$ cat src/cmc_regs.svh
// Register offsets, field positions, reset values and timing counts of the comparator control
`ifndef CMC_REGS_SVH
`define CMC_REGS_SVH

`define CMC_ADDR_W       10
`define CMC_RESULT_OFS   10'h017
`define CMC_ENABLE_OFS   10'h018
`define CMC_SEL_LO_POS   0
`define CMC_SEL_HI_POS   1
`define CMC_RUN_POS      3
`define CMC_ENABLE_RST   1'b0
`define CMC_RESULT_RST   2'h0
`define CMC_CLK_NS       10
`define CMC_SETTLE_NS    1000
`define CMC_SETTLE_CYC   ((`CMC_SETTLE_NS + `CMC_CLK_NS - 1) / `CMC_CLK_NS)

`endif

$ cat src/cmc_pkg.sv
// Types shared by the comparator control modules
package cmc_pkg;

	typedef enum logic [1:0] {
		CMC_IDLE,
		CMC_SETTLE,
		CMC_TRACK
	} cmc_state_t;

	typedef logic [3:0] cmc_nibble_t;

endpackage

$ cat src/cmc_comparator_control.sv
// Comparator control: enable register, pin mode steering, settle timing and result capture
//
// Notes on behaviour
// - Comparisons may run while the chip is in active mode or in subactive mode.
// - In any other operating mode the comparator is powered down and compares nothing.
// - Select 00 picks input 0, 01 picks input 1, and any select with the upper bit set is unused.
// - Writing the run bit at bit 3 as 1 turns both shared pins analog and starts work; 0 restores them.
// - While running, neither shared pin reads as a port input, even the unselected one.
// - The enable register returns to its initial value on chip reset and on entering stop mode.
// - The enable register holds three meaningful bits, is write-only, and bit 2 is unused.
// - While comparing, the result of the selected input lands in the result bit of that input.
// - The result bit of the unselected input is undetermined and must not be relied on.
// - The result register keeps nothing once the run bit is 0.
// - The result register is read-only with two result bits and its upper two bits unused.
`timescale 1ns/1ps
`include "cmc_regs.svh"

module cmc_comparator_control #(
	parameter int unsigned SETTLE_CYCLES = `CMC_SETTLE_CYC
) (
	input  wire logic                   core_clk,
	input  wire logic                   arst_n,
	input  wire logic [`CMC_ADDR_W-1:0] reg_addr,
	input  wire logic                   reg_wr,
	input  wire logic                   reg_rd,
	input  wire cmc_pkg::cmc_nibble_t   reg_wdata,
	output cmc_pkg::cmc_nibble_t        reg_rdata,
	input  wire logic                   active_mode,
	input  wire logic                   subactive_mode,
	input  wire logic                   stop_mode,
	input  wire logic                   cmp_above_raw,
	input  wire logic [1:0]             pin_level_raw,
	output logic      [1:0]             pin_analog_en,
	output logic                        analog_sel,
	output logic                        cmp_power,
	output logic      [1:0]             port_level
);
	import cmc_pkg::*;

	// ==========================================================
	// Parameter checks
	// ==========================================================
	generate
		// The settle checker below counts two quiet cycles, so one cycle is too short
		if (SETTLE_CYCLES < 2 || SETTLE_CYCLES > 65535) begin : g_chk
			$error("cmc_comparator_control: SETTLE_CYCLES out of range 2..65535");
		end
	endgenerate

	// ==========================================================
	// Enable register
	// ==========================================================
	logic comparator_run_bit;
	logic input_select_high;
	logic input_select_low;

	wire logic hit_enable;
	wire logic hit_result;
	wire logic wr_enable;
	wire logic mode_ok;
	wire logic sel_valid;
	wire logic compare_go;

	assign hit_enable = (reg_addr == `CMC_ENABLE_OFS);
	assign hit_result = (reg_addr == `CMC_RESULT_OFS);
	assign wr_enable  = reg_wr && hit_enable;
	assign mode_ok    = (active_mode || subactive_mode) && !stop_mode;
	assign sel_valid  = !input_select_high;
	assign compare_go = comparator_run_bit && mode_ok && sel_valid;

	// Stop mode wins over a write in the same cycle, so the register is clean on wake-up
	always_ff @(posedge core_clk or negedge arst_n) begin
		if (!arst_n) begin
			comparator_run_bit <= `CMC_ENABLE_RST;
			input_select_high  <= `CMC_ENABLE_RST;
			input_select_low   <= `CMC_ENABLE_RST;
		end else if (stop_mode) begin
			comparator_run_bit <= `CMC_ENABLE_RST;
			input_select_high  <= `CMC_ENABLE_RST;
			input_select_low   <= `CMC_ENABLE_RST;
		end else if (wr_enable) begin
			// Bit 2 is dropped on purpose
			comparator_run_bit <= reg_wdata[`CMC_RUN_POS];
			input_select_high  <= reg_wdata[`CMC_SEL_HI_POS];
			input_select_low   <= reg_wdata[`CMC_SEL_LO_POS];
		end
	end

	// ==========================================================
	// Input synchronisers
	// ==========================================================
	logic [2:0] sync_bus;
	wire logic  cmp_above;
	wire logic [1:0] pin_level;

	cmc_sync #(
		.WIDTH(3)
	) u_sync (
		.core_clk(core_clk),
		.arst_n  (arst_n),
		.async_in({cmp_above_raw, pin_level_raw}),
		.sync_out(sync_bus)
	);

	assign cmp_above = sync_bus[2];
	assign pin_level = sync_bus[1:0];

	// ==========================================================
	// Pin steering
	// ==========================================================
	// Look-ahead values keep the pin outputs in step with the enable register
	logic next_run;
	logic next_sel_lo;
	wire logic [1:0] next_port_level;

	// Both pins leave digital use together, whatever the select says; the look-ahead
	// keeps the port view dark in the very cycle the pins turn analog
	assign next_port_level = next_run ? 2'h0 : pin_level;

	always_ff @(posedge core_clk or negedge arst_n) begin
		if (!arst_n) begin
			pin_analog_en <= 2'h0;
			analog_sel    <= 1'b0;
			port_level    <= 2'h0;
		end else begin
			pin_analog_en <= {2{next_run}};
			analog_sel    <= next_sel_lo;
			port_level    <= next_port_level;
		end
	end

	always_comb begin
		next_run    = comparator_run_bit;
		next_sel_lo = input_select_low;
		if (stop_mode) begin
			next_run    = 1'b0;
			next_sel_lo = 1'b0;
		end else if (wr_enable) begin
			next_run    = reg_wdata[`CMC_RUN_POS];
			next_sel_lo = reg_wdata[`CMC_SEL_LO_POS];
		end
	end

	// ==========================================================
	// Settle timing
	// ==========================================================
	// The analog stage needs time after power-up or a select change before its
	// decision means anything; capture waits for that rather than show garbage.
	cmc_state_t state;
	cmc_state_t next_state;
	logic [15:0] settle_cnt;
	logic        sel_seen;

	wire logic sel_changed;
	wire logic settle_done;
	wire logic capture;

	assign sel_changed = (sel_seen != input_select_low);
	assign settle_done = (settle_cnt == 16'(SETTLE_CYCLES - 1));
	// Right after a select change the synced decision still belongs to the old input
	assign capture     = (state == CMC_TRACK) && compare_go && !sel_changed;

	always_comb begin
		case (state)
			CMC_IDLE:
				next_state = compare_go ? CMC_SETTLE : CMC_IDLE;
			CMC_SETTLE:
				if (!compare_go)
					next_state = CMC_IDLE;
				else if (sel_changed)
					next_state = CMC_SETTLE;
				else
					next_state = settle_done ? CMC_TRACK : CMC_SETTLE;
			CMC_TRACK:
				if (!compare_go)
					next_state = CMC_IDLE;
				else
					next_state = sel_changed ? CMC_SETTLE : CMC_TRACK;
			default:
				next_state = CMC_IDLE;
		endcase
	end

	always_ff @(posedge core_clk or negedge arst_n) begin
		if (!arst_n) begin
			state      <= CMC_IDLE;
			settle_cnt <= 16'h0000;
			sel_seen   <= 1'b0;
		end else begin
			state      <= next_state;
			sel_seen   <= input_select_low;
			settle_cnt <= (next_state == CMC_SETTLE && state == CMC_SETTLE && !sel_changed)
				? settle_cnt + 16'h0001 : 16'h0000;
		end
	end

	assign cmp_power = compare_go;

	// ==========================================================
	// Result register and read port
	// ==========================================================
	logic [1:0] result;
	wire logic  result_clear;
	cmc_nibble_t next_rdata;

	assign result_clear = !comparator_run_bit;

	cmc_result #(
		.INPUTS(2)
	) u_result (
		.core_clk(core_clk),
		.arst_n  (arst_n),
		.capture (capture),
		.clear   (result_clear),
		.sel     (input_select_low),
		.sample  (cmp_above),
		.result  (result)
	);

	// The enable register is write-only and reads as zero
	assign next_rdata = (reg_rd && hit_result) ? {2'h0, result} : 4'h0;

	always_ff @(posedge core_clk or negedge arst_n) begin
		if (!arst_n) begin
			reg_rdata <= 4'h0;
		end else begin
			reg_rdata <= next_rdata;
		end
	end

	// ==========================================================
	// Assertions
	// ==========================================================
	stop_clears_enable_a: assert property (@(posedge core_clk) disable iff (!arst_n)
		stop_mode |=> !comparator_run_bit && !input_select_low && !input_select_high)
		else $error("enable register not cleared by stop mode");

	halted_mode_power_a: assert property (@(posedge core_clk) disable iff (!arst_n)
		!(active_mode || subactive_mode) |-> !cmp_power && !capture)
		else $error("comparator powered outside active or subactive");

	run_starts_work_a: assert property (@(posedge core_clk) disable iff (!arst_n)
		comparator_run_bit && active_mode && !stop_mode && !input_select_high
		|-> cmp_power)
		else $error("comparator not powered while running in active mode");

	write_sets_pins_a: assert property (@(posedge core_clk) disable iff (!arst_n)
		wr_enable && !stop_mode |=> pin_analog_en == {2{$past(reg_wdata[3])}})
		else $error("pin mode does not follow the written run bit");

	pins_blocked_a: assert property (@(posedge core_clk) disable iff (!arst_n)
		pin_analog_en != 2'h0 |-> port_level == 2'h0)
		else $error("port input visible while comparing");

	select_drives_mux_a: assert property (@(posedge core_clk) disable iff (!arst_n)
		##1 analog_sel == input_select_low)
		else $error("analog select out of step with the select bit");

	settle_before_capture_a: assert property (@(posedge core_clk) disable iff (!arst_n)
		$rose(state == CMC_SETTLE) |-> !capture [*2])
		else $error("result captured before the settle time");

	capture_selected_bit_a: assert property (@(posedge core_clk) disable iff (!arst_n)
		capture && comparator_run_bit |=> result[$past(input_select_low)] == $past(cmp_above))
		else $error("selected result bit did not take the comparator decision");

	result_dropped_a: assert property (@(posedge core_clk) disable iff (!arst_n)
		!comparator_run_bit |=> result == 2'h0)
		else $error("result kept after the run bit cleared");

	read_upper_zero_a: assert property (@(posedge core_clk) disable iff (!arst_n)
		reg_rd && hit_result |=> reg_rdata[3:2] == 2'h0 && reg_rdata[1:0] == $past(result))
		else $error("result read returned wrong data");

	enable_write_only_a: assert property (@(posedge core_clk) disable iff (!arst_n)
		reg_rd && hit_enable |=> reg_rdata == 4'h0)
		else $error("enable register is readable");

	// A capture in the switching cycle would file the old input's decision under the new one
	no_switch_capture_a: assert property (@(posedge core_clk) disable iff (!arst_n)
		sel_changed |-> !capture)
		else $error("capture taken in the cycle the select moved");

	unused_select_idle_a: assert property (@(posedge core_clk) disable iff (!arst_n)
		input_select_high |-> !cmp_power && !capture)
		else $error("comparator working on an unused select");

	settle_count_bound_a: assert property (@(posedge core_clk) disable iff (!arst_n)
		state == CMC_SETTLE |-> settle_cnt < 16'(SETTLE_CYCLES))
		else $error("settle counter ran past its end");

	pins_agree_a: assert property (@(posedge core_clk) disable iff (!arst_n)
		pin_analog_en[0] == pin_analog_en[1])
		else $error("shared pins not switched together");

	stop_pins_digital_a: assert property (@(posedge core_clk) disable iff (!arst_n)
		stop_mode |=> pin_analog_en == 2'h0 && !cmp_power)
		else $error("pins still analog after stop mode");

	rdata_idle_zero_a: assert property (@(posedge core_clk) disable iff (!arst_n)
		!reg_rd |=> reg_rdata == 4'h0)
		else $error("read data shown without a read");

	subactive_runs_a: assert property (@(posedge core_clk) disable iff (!arst_n)
		comparator_run_bit && subactive_mode && !stop_mode && !input_select_high
		|-> cmp_power)
		else $error("comparator not powered while running in subactive mode");

endmodule // cmc_comparator_control

$ cat src/cmc_sync.sv
// Two-flop synchroniser for levels arriving from pins and the analog comparator
`timescale 1ns/1ps

module cmc_sync #(
	parameter int unsigned WIDTH = 1
) (
	input  wire logic             core_clk,
	input  wire logic             arst_n,
	input  wire logic [WIDTH-1:0] async_in,
	output logic      [WIDTH-1:0] sync_out
);

	logic [WIDTH-1:0] meta;

	generate
		if (WIDTH < 1) begin : g_chk
			$error("cmc_sync: WIDTH must be at least 1");
		end
	endgenerate

	always_ff @(posedge core_clk or negedge arst_n) begin
		if (!arst_n) begin
			meta     <= '0;
			sync_out <= '0;
		end else begin
			meta     <= async_in;
			sync_out <= meta;
		end
	end

endmodule // cmc_sync

$ cat src/cmc_result.sv
// Result capture store: one bit per analog input, written only for the selected input
`timescale 1ns/1ps
`include "cmc_regs.svh"

module cmc_result #(
	parameter int unsigned INPUTS = 2
) (
	input  wire logic              core_clk,
	input  wire logic              arst_n,
	input  wire logic              capture,
	input  wire logic              clear,
	input  wire logic              sel,
	input  wire logic              sample,
	output logic      [INPUTS-1:0] result
);

	generate
		if (INPUTS != 2) begin : g_chk
			$error("cmc_result: the select decode serves exactly two inputs");
		end
		for (genvar i = 0; i < INPUTS; i++) begin : g_bit
			wire logic hit;
			logic      held;
			assign hit = capture && (sel == 1'(i));
			// The bit of the other input just holds; software must not trust it
			always_ff @(posedge core_clk or negedge arst_n) begin
				if (!arst_n) begin
					held <= 1'b0;
				end else if (clear) begin
					held <= 1'b0;
				end else if (hit) begin
					held <= sample;
				end
			end
			assign result[i] = held;
		end
	endgenerate

endmodule // cmc_result

$ cat config.mk
export PLATFORM = sky130hd
export DESIGN_NAME = cmc_comparator_control
export DESIGN_NICKNAME = d
export VERILOG_FILES = /design/src/cmc_pkg.sv /design/src/cmc_comparator_control.sv /design/src/cmc_sync.sv /design/src/cmc_result.sv
export VERILOG_INCLUDE_DIRS = /design/src
export SDC_FILE = /design/constraint.sdc
export NUM_CORES = 1
export LEC_CHECK = 0
export ABC_AREA = 1
export BUFFER_PORTS_ARGS = -buffer_cell sky130_fd_sc_hd__buf_2
export CORE_MARGIN = 2
export CORE_UTILIZATION = 50
export CTS_CLUSTER_SIZE = 25
export DETAILED_ROUTE_END_ITERATION = 6
export HOLD_SLACK_MARGIN = 0.05
export PLACE_DENSITY_LB_ADDON = 0.2
export SYNTH_ARGS = -nofsm -noshare
export SYNTH_HDL_FRONTEND = slang
export SYNTH_SLANG_ARGS = --single-unit
$ cat constraint.sdc
create_clock -name core_clk -period 2.18 [get_ports core_clk]
set_input_delay 0.327 -clock core_clk [delete_from_list [all_inputs] [get_ports core_clk]]
set_output_delay 0.327 -clock core_clk [all_outputs]
set_load 0.05 [all_outputs]
; ---- After elaboration in Yosys (flattened, before gate mapping)
; Index checks and enable logic that the tools add are counted.
[classes]
reduce_logical = 17
n_shift = 0
eq_ne = 9
div = 0
magnitude_cmp = 0
multipliers = 0
mux = 20
bitwise = 1
add_sub_neg = 1
[op_table]
columns = op, count
row1 = $eq 10x5->1 const B, 2
row2 = $add 16x1->16 const B, 1
row3 = $eq 16x7->1 const B, 1
row4 = $mux 16, 1
row5 = $mux 2, 7
row6 = $logic_and 1x1->1, 11
row7 = $mux 1, 11
row8 = $pmux 2 s3, 1
row9 = $eq 2x1->1 const B, 2
row10 = $ne 2x1->1 const B, 2
row11 = $logic_not 1->1, 3
row12 = $eq 2x2->1 const B, 1
row13 = $logic_not 2->1, 1
row14 = $reduce_bool 2->1, 1
row15 = $logic_or 1x1->1, 1
row16 = $ne 1x1->1, 1
row17 = $not 1->1, 1
[totals]
ramBits = 0
out_inout_bits = 10
ff_bits = 35
n_memories = 0
inputBits = 24
romBits = 0
latchBits = 0

; ---- Logic depth before layout (Yosys ltp)
; Gate-level depths: netlist of run 1.
[logic_depth]
word_depth = 10
ltp_mapped = 8
ltp_nobuf = 8

; ---- By module
; A second synthesis of run 1 with hierarchy kept.
[unflattened]
cells_unflattened = 222
area_unflattened_um2 = 1759.2
[modules_own_cells]
columns = mod, seq_area_each_um2, area_each_um2, cells_per_inst, n_inst
row1 = cmc_comparator_control, 650.6, 1481.4, 197, 1
row2 = cmc_sync, 150.1, 150.1, 6, 1
row3 = cmc_result, 50.0, 127.6, 19, 1

; ---- Least setup slack after synthesis of run 1
; Ideal clock, no wire load.
[synth_path]
kind = flip-flop to flip-flop
start = reg, netlist name pin_analog_en[0]
end = reg settle_cnt[5]
path_slack_ps = 700
arrival_ps = 1411
setup_ps = 69
stages_incl_launch_ff = 6
synth_period_minus_slack_ps = 1480
required_ps = 2111
path_buffers = 1
cell_sequence = dfrtp_1 -> nand3_2 -> a21oi_4 -> nand4_4 -> buf_6 -> nor2_2
[synth_lines]
columns = item, line
row1 = "end signal, assigned", cmc_comparator_control.sv:192  ; settle_cnt <= (next_state == CMC_SETTLE && state == CMC_SETTLE && !sel_changed)
row2 = "end, declared", cmc_comparator_control.sv:151  ; logic [15:0] settle_cnt;

==> reports/summary.txt, run 1 <==
Status - finished, final reports clean
Fin. max-slew vios - 0
Worst-Margin Slew - 0.722 ns
Setup_tns - 0 ns
Die Wd - 63.9 um
Sequential fraction of the synthesis area - 47.5%
Synth area leader - dfrtp_1
Final WS setup - 0.315 ns
Critical Path Fanout Max - 9
Fin Clk Skew - 0.0105 ns
Max_slew headroom - 51.9%
R2R Setup Slk - 0.66 ns
FF-to-FF path depth - 6
Total Power - 0.00128 W
Setup bufs post-CTS - 0
Total CTS buffers - 5
Die area - 4080 sq um
Chip height - 63.9 um
Final hold vios - 0
Final Cycle Share - 85.5%
Clock buffer depth - 2
Overflow after GRT - 0
Crit path required time - 1.85 ns
Pre-CTS setup slack - 0.650 ns
Gr usage total - 18.5%
Worst setup EP type - primary output
Mapped Cells - 231
Crit path DAT - 1.54 ns
Final min period - 1.86 ns
Hold Path Depth - 1
CP Capture Point - cmp_power
Via/cell ratio - 4.60
Clock Latency Late Sink - 0.34 ns
Synth cell types - 23
Post-synth top area share - 47.5%
HP Class - in2reg
Final nets - 291
Multi-input logic area - 758 sq um
Syn_area_per_cell - 7.76 sq um
Setup-failing EPs final - 0
# port buffers - 30
CP startpoint kind - flop
Synthesized area - 1790 sq um
RSZ-0062 raised after global routing - false
Beginning of the critical path - pin_analog_en[0]
TritonCTS clock tree - built
FILL cells - 311
Sequential Area - 851 sq um
Max Clk Rate - 536 MHz
Largest net degree at the start of global routing - 35
H-tree levels - 2
End of the worst register-to-register path - settle_cnt[0]
Routed wire length - 3170 um
Maximum vdd drop - 0.592 mV
P_leak - 1.04 nW
Yosys reg bits - 34
FP Rows - 21
Crit path kind - reg2out
Layout cells sized above 1 - 19.9%
Post-DRT Antenna Nets - 0
CORE AREA - 3390 sq um
Vias in the first global route - 1,326
DR iter-0 viols - 47
Max-cap violations - 0
# IOs - 34
N_diodes - 0
Root Driver - clkbuf_4
Top cells by area, synth - dfrtp_1, nand2_1, nor2_1, inv_1, nand3_1
First-pass GRT wire length - 5730 um
Areal power density over the cells - 613 nW/um^2
Hold_ws - 0.0815 ns
Post-DP HPWL - 2350 um
Initial DRT Pass Iterations - 4
RR Startpoint - settle_cnt[0]
Placer Congestion - 0.856
Post-route DRC violation count - 0
Syn. warnings - 0
DR vias - 1,439
Routed WL per cell - 10.1 um
Sink Count - 34
Initial antenna violation count - 0
Initial Util - 52.9%
Clock-pin slew on the worst setup and hold paths - 0.11 ns
P&R area growth vs syn - 16.5%
repair_timing:
item	in CTS	in global routing
hold endpoints to repair	25	1
hold buffers	1	1
resized for setup	0	0
routing by layer:
metal,track usage (%),part of all wire [%]
met4,8.15,1.4
met3,5.28,4.3
met5,0,0
met2,28.3,46
met1,24.5,49
through the flow:
stage          cell area (sq um)  utilization, %  instances
6_report                    2090            61.6        313
3_3_place_gp                1960            57.9        303
4_1_cts                     2080            61.4        312
3_5_place_dp                1960            57.9        303
2_1_floorplan               1800               -        232
5_1_grt                     2090            61.6        313
synth_stat cells (all sizes together):
master  instances
ha              1
and3            1
nand2          51
nand4           7
or2             1
a21oi           3
conb            1
inv            39
nand3          19
o21ai           1
dfrtp          34
nor3            4
nor2           53
o21bai          1
xnor2           1
xor2            9
buf             5
state kept, by name (all words and copies together), names as in the netlist:
| name | flops |
|---|---|
| analog_sel | 1 |
| sel_seen | 1 |
| u_result.g_bit.held | 2 |
| state | 2 |
| u_sync.meta | 3 |
| pin_analog_en | 1 |
| input_select_high | 1 |
| port_level | 2 |
| reg_rdata | 2 |
| settle_cnt | 16 |
| u_sync.sync_out | 3 |
critical path, cell delays in order, from the launching register on:
cell     delay (ns)
dfrtp_1        0.49
nand3_2        0.13
a21oi_4        0.25
buf_2          0.32
final cells by class:
class                   instances  share of cell area [%]
flip-flops and latches         34                    40.7
multi-input cells             154                    36.3
repair buffers                 32                    8.14
inverters                      39                    7.01
clock inverters                 3                    3.29
well taps                      46                    2.75
clock buffers                   5                    1.80
power breakdown:
group          leakage (nW)  switching [W]  internal, W
logic                 0.531      0.0000390    0.0000212
registers             0.457     0.00000185     0.000638
clock network        0.0554       0.000223     0.000359
total                  1.04       0.000264      0.00102
cell usage in the layout (no fill, tap or decap), drive strengths merged, types with 4 or more instances in the layout:
master	n
inv	39
nor3	4
dfrtp	34
nand4	7
nor2	53
buf	30
clkbuf	5
nand2	51
xor2	9
nand3	19
worst min-delay path by stage:
stage / start / end / slack (ns)
2_1_floorplan: arst_n / analog_sel / 0.03
3_3_place_gp: u_sync.meta[2] / u_sync.sync_out[2] / 0.33
3_5_place_dp: u_sync.meta[2] / u_sync.sync_out[2] / 0.33
4_1_cts: cmp_above_raw / u_sync.meta[2] / 0.06
5_1_grt: pin_level_raw[1] / u_sync.meta[1] / 0.05
6_report: cmp_above_raw / u_sync.meta[2] / 0.08
logic make-up after synthesis:
logic type,synth area share (%)
simple gates,34.1
buf+inv,10.5
flops,47.5
xor+xnor,4.89
compound gates,2.16
fa+ha+maj,0.698
other cells,0.209
(Power assumes the default switching activity.)
==> run 2, diff against run 1 <==
Settings changed: GPL_TIMING_DRIVEN set to 0.
==> run 2 against run 1 <==
Non-clock buffer count grew 4. Clock power grew 1%. Via count grew 1.9%. Die area is the same. Utilization grew 0.92 points. Clock skew grew 0.0037 ns. Design area grew 1.5%. Flip-flop and latch count is the same. Maximum frequency shrank 2.6%. Global-route usage grew 0.61 points. Sequential power is essentially flat.
==> reports/summary.txt, run 2 (synthesized netlist as in run 1, its figures left out) <==
Status - finished, final reports clean (unchanged)
# IOs - 34 (unchanged)
Final nets - 295 (was 291)
Hold_sp - pin_level_raw[1] (was cmp_above_raw)
Root Driver - clkbuf_4 (unchanged)
Setup-failing EPs final - 0 (unchanged)
RSZ-0062 raised after global routing - false (unchanged)
Max FFs per register - 16 (unchanged)
Maximum vdd drop - 0.342 mV (was 0.592 mV)
Clock buffer depth - 2 (unchanged)
Largest net degree at the start of global routing - 35 (unchanged)
RR Startpoint - settle_cnt[0] (unchanged)
Initial antenna violation count - 0 (unchanged)
Power share of the sequential group - 49.5% (was 49.9%)
Final Cycle Share - 87.8% (was 85.5%)
Fin Clk Skew - 0.0142 ns (was 0.0105 ns)
Post-DP HPWL - 2490 um (was 2350 um)
Area after DPL - 2000 sq um (was 1960 sq um)
DR vias - 1,467 (was 1,439)
Crit path kind - reg2out (unchanged)
# resized after CTS - 0 (unchanged)
Multi-input logic area - 758 sq um (unchanged)
Final hold vios - 0 (unchanged)
Initial DRT Pass Iterations - 4 (unchanged)
TritonCTS clock tree - built (unchanged)
Beginning of the critical path - pin_analog_en[0] (unchanged)
Final min period - 1.91 ns (was 1.86 ns)
Sink Count - 34 (unchanged)
Largest reg by FF count - settle_cnt (unchanged)
Routed WL per cell - 10.3 um (was 10.1 um)
End of the worst register-to-register path - settle_cnt[12] (was settle_cnt[0])
Initial Util - 52.9% (unchanged)
Hold_ws - 0.0732 ns (was 0.0815 ns)
Regs by FF count - settle_cnt x16, u_sync.meta x3, u_sync.sync_out x3 (unchanged)
HP Class - in2reg (unchanged)
N_diodes - 0 (unchanged)
Areal power density over the cells - 609 nW/um^2 (was 613 nW/um^2)
Total CTS buffers - 5 (unchanged)
FF-to-FF path depth - 7 (was 6)
Routed wire length - 3260 um (was 3170 um)
CORE AREA - 3390 sq um (unchanged)
First-pass GRT wire length - 5840 um (was 5730 um)
CP Capture Point - cmp_power (unchanged)
DR iter-0 viols - 50 (was 47)
Most frequent cells in the layout - nand2_1, nor2_1, inv_1, dfrtp_1, buf_2 (unchanged)
P_leak - 1.07 nW (was 1.04 nW)
Max Clk Rate - 523 MHz (was 536 MHz)
Die area - 4080 sq um (unchanged)
Vias in the first global route - 1,418 (was 1,326)
Post-route cell area - 2120 sq um (was 2090 sq um)
Crit path required time - 1.85 ns (about the same)
P&R area growth vs syn - 18.3% (was 16.5%)
Total Power - 0.00129 W (was 0.00128 W)
Commonest non-fill, non-tap cell in the layout - nand2_1 (unchanged)
Clock Latency Late Sink - 0.36 ns (was 0.34 ns)
Clk pwr share - 45.6% (was 45.4%)
Setup_tns - 0 ns (unchanged)
Worst-Margin Slew - 0.722 ns (about the same)
FP Rows - 21 (unchanged)
Post-route DRC violation count - 0 (unchanged)
Switching power - 0.000272 W (was 0.000264 W)
Gr usage total - 19.1% (was 18.5%)
Chip height - 63.9 um (unchanged)
Crit path DAT - 1.59 ns (was 1.54 ns)
CP startpoint kind - flop (unchanged)
Fin. max-slew vios - 0 (unchanged)
# port buffers - 30 (unchanged)
Sequential Area - 851 sq um (unchanged)
R2R Setup Slk - 0.70 ns (was 0.66 ns)
Layout cells sized above 1 - 21.4% (was 19.9%)
Overflow after GRT - 0 (unchanged)
Critical Path Fanout Max - 9 (unchanged)
Max_slew headroom - 51.9% (about the same)
Sw Ratio - 21.1% (was 20.6%)
Combinational Power Share - 4.8% (was 4.7%)
Via/cell ratio - 4.63 (was 4.60)
H-tree levels - 2 (unchanged)
Util after Layout - 62.6% (was 61.6%)
Clock-pin slew on the worst setup and hold paths - 0.11 ns (about the same)
Cell Int Power - 0.00102 W (about the same)
Placer Congestion - 0.857 (was 0.856)
Post-DRT Antenna Nets - 0 (unchanged)
Max-cap violations - 0 (unchanged)
Die Wd - 63.9 um (unchanged)
FILL cells - 293 (was 311)
Worst setup EP type - primary output (unchanged)
==> run 2: timing repair <==
action	in CTS	in global routing
setup buffers	0	0
hold endpoints to repair	34	0
hold buffers	1	0
==> run 2: routing by layer <==
metal  vias to the layer above  GRT usage, %  part of all wire (%)
met3                         8          5.11                   3.6
met2                        19          30.3                    46
met4                         0          11.7                   2.4
li1                        780             -                     -
met1                       660          23.1                    47
met5                         -             0                     0
==> run 2: layout make-up <==
| type | instances | area share, % |
|---|---|---|
| inverters | 39 | 6.90 |
| plain buffers | 5 | 1.95 |
| multi-input cells | 154 | 35.8 |
| clock inverters | 3 | 3.24 |
| well taps | 46 | 2.71 |
| clock buffers | 5 | 1.77 |
| flip-flops and latches | 34 | 40.1 |
| repair buffers | 31 | 7.55 |
==> run 2: power by group through the flow <==
stage | clock (W) | sequential [W] | combinational (W)
floorplan | 0 | 0.000659 | 0.0000199
global placement | 0 | 0.000652 | 0.0000609
detailed placement | 0 | 0.000652 | 0.0000622
CTS | 0.000603 | 0.000640 | 0.0000635
global route | 0.000623 | 0.000641 | 0.0000699
finish | 0.000589 | 0.000640 | 0.0000621
==> run 2: metrics by stage <==
step | setup slack [ns] | instances
final | 0.266 | 317
after global routing | 0.135 | 317
after CTS | 0.246 | 317
after detailed placement | 0.639 | 308
after global placement | 0.652 | 308
after floorplan | 0.700 | 232
==> run 2: worst min path at each step <==
| stage | endpoint | slack (ns) | depth (start not counted) |
|---|---|---|---|
| after global routing | u_sync.meta[0] | 0.05 | 1 |
| after detailed placement | u_sync.sync_out[2] | 0.34 | 0 |
| after CTS | u_sync.meta[0] | 0.06 | 1 |
| after global placement | u_sync.sync_out[2] | 0.33 | 0 |
| final | u_sync.meta[1] | 0.07 | 1 |
| after floorplan | analog_sel | 0.03 | 0 |
==> run 2: worst max-delay path, stage by stage, from the launching register on <==
cell and delay, ns:
dfrtp_1 0.50, nand3_2 0.14, a21oi_4 0.27, buf_2 0.32
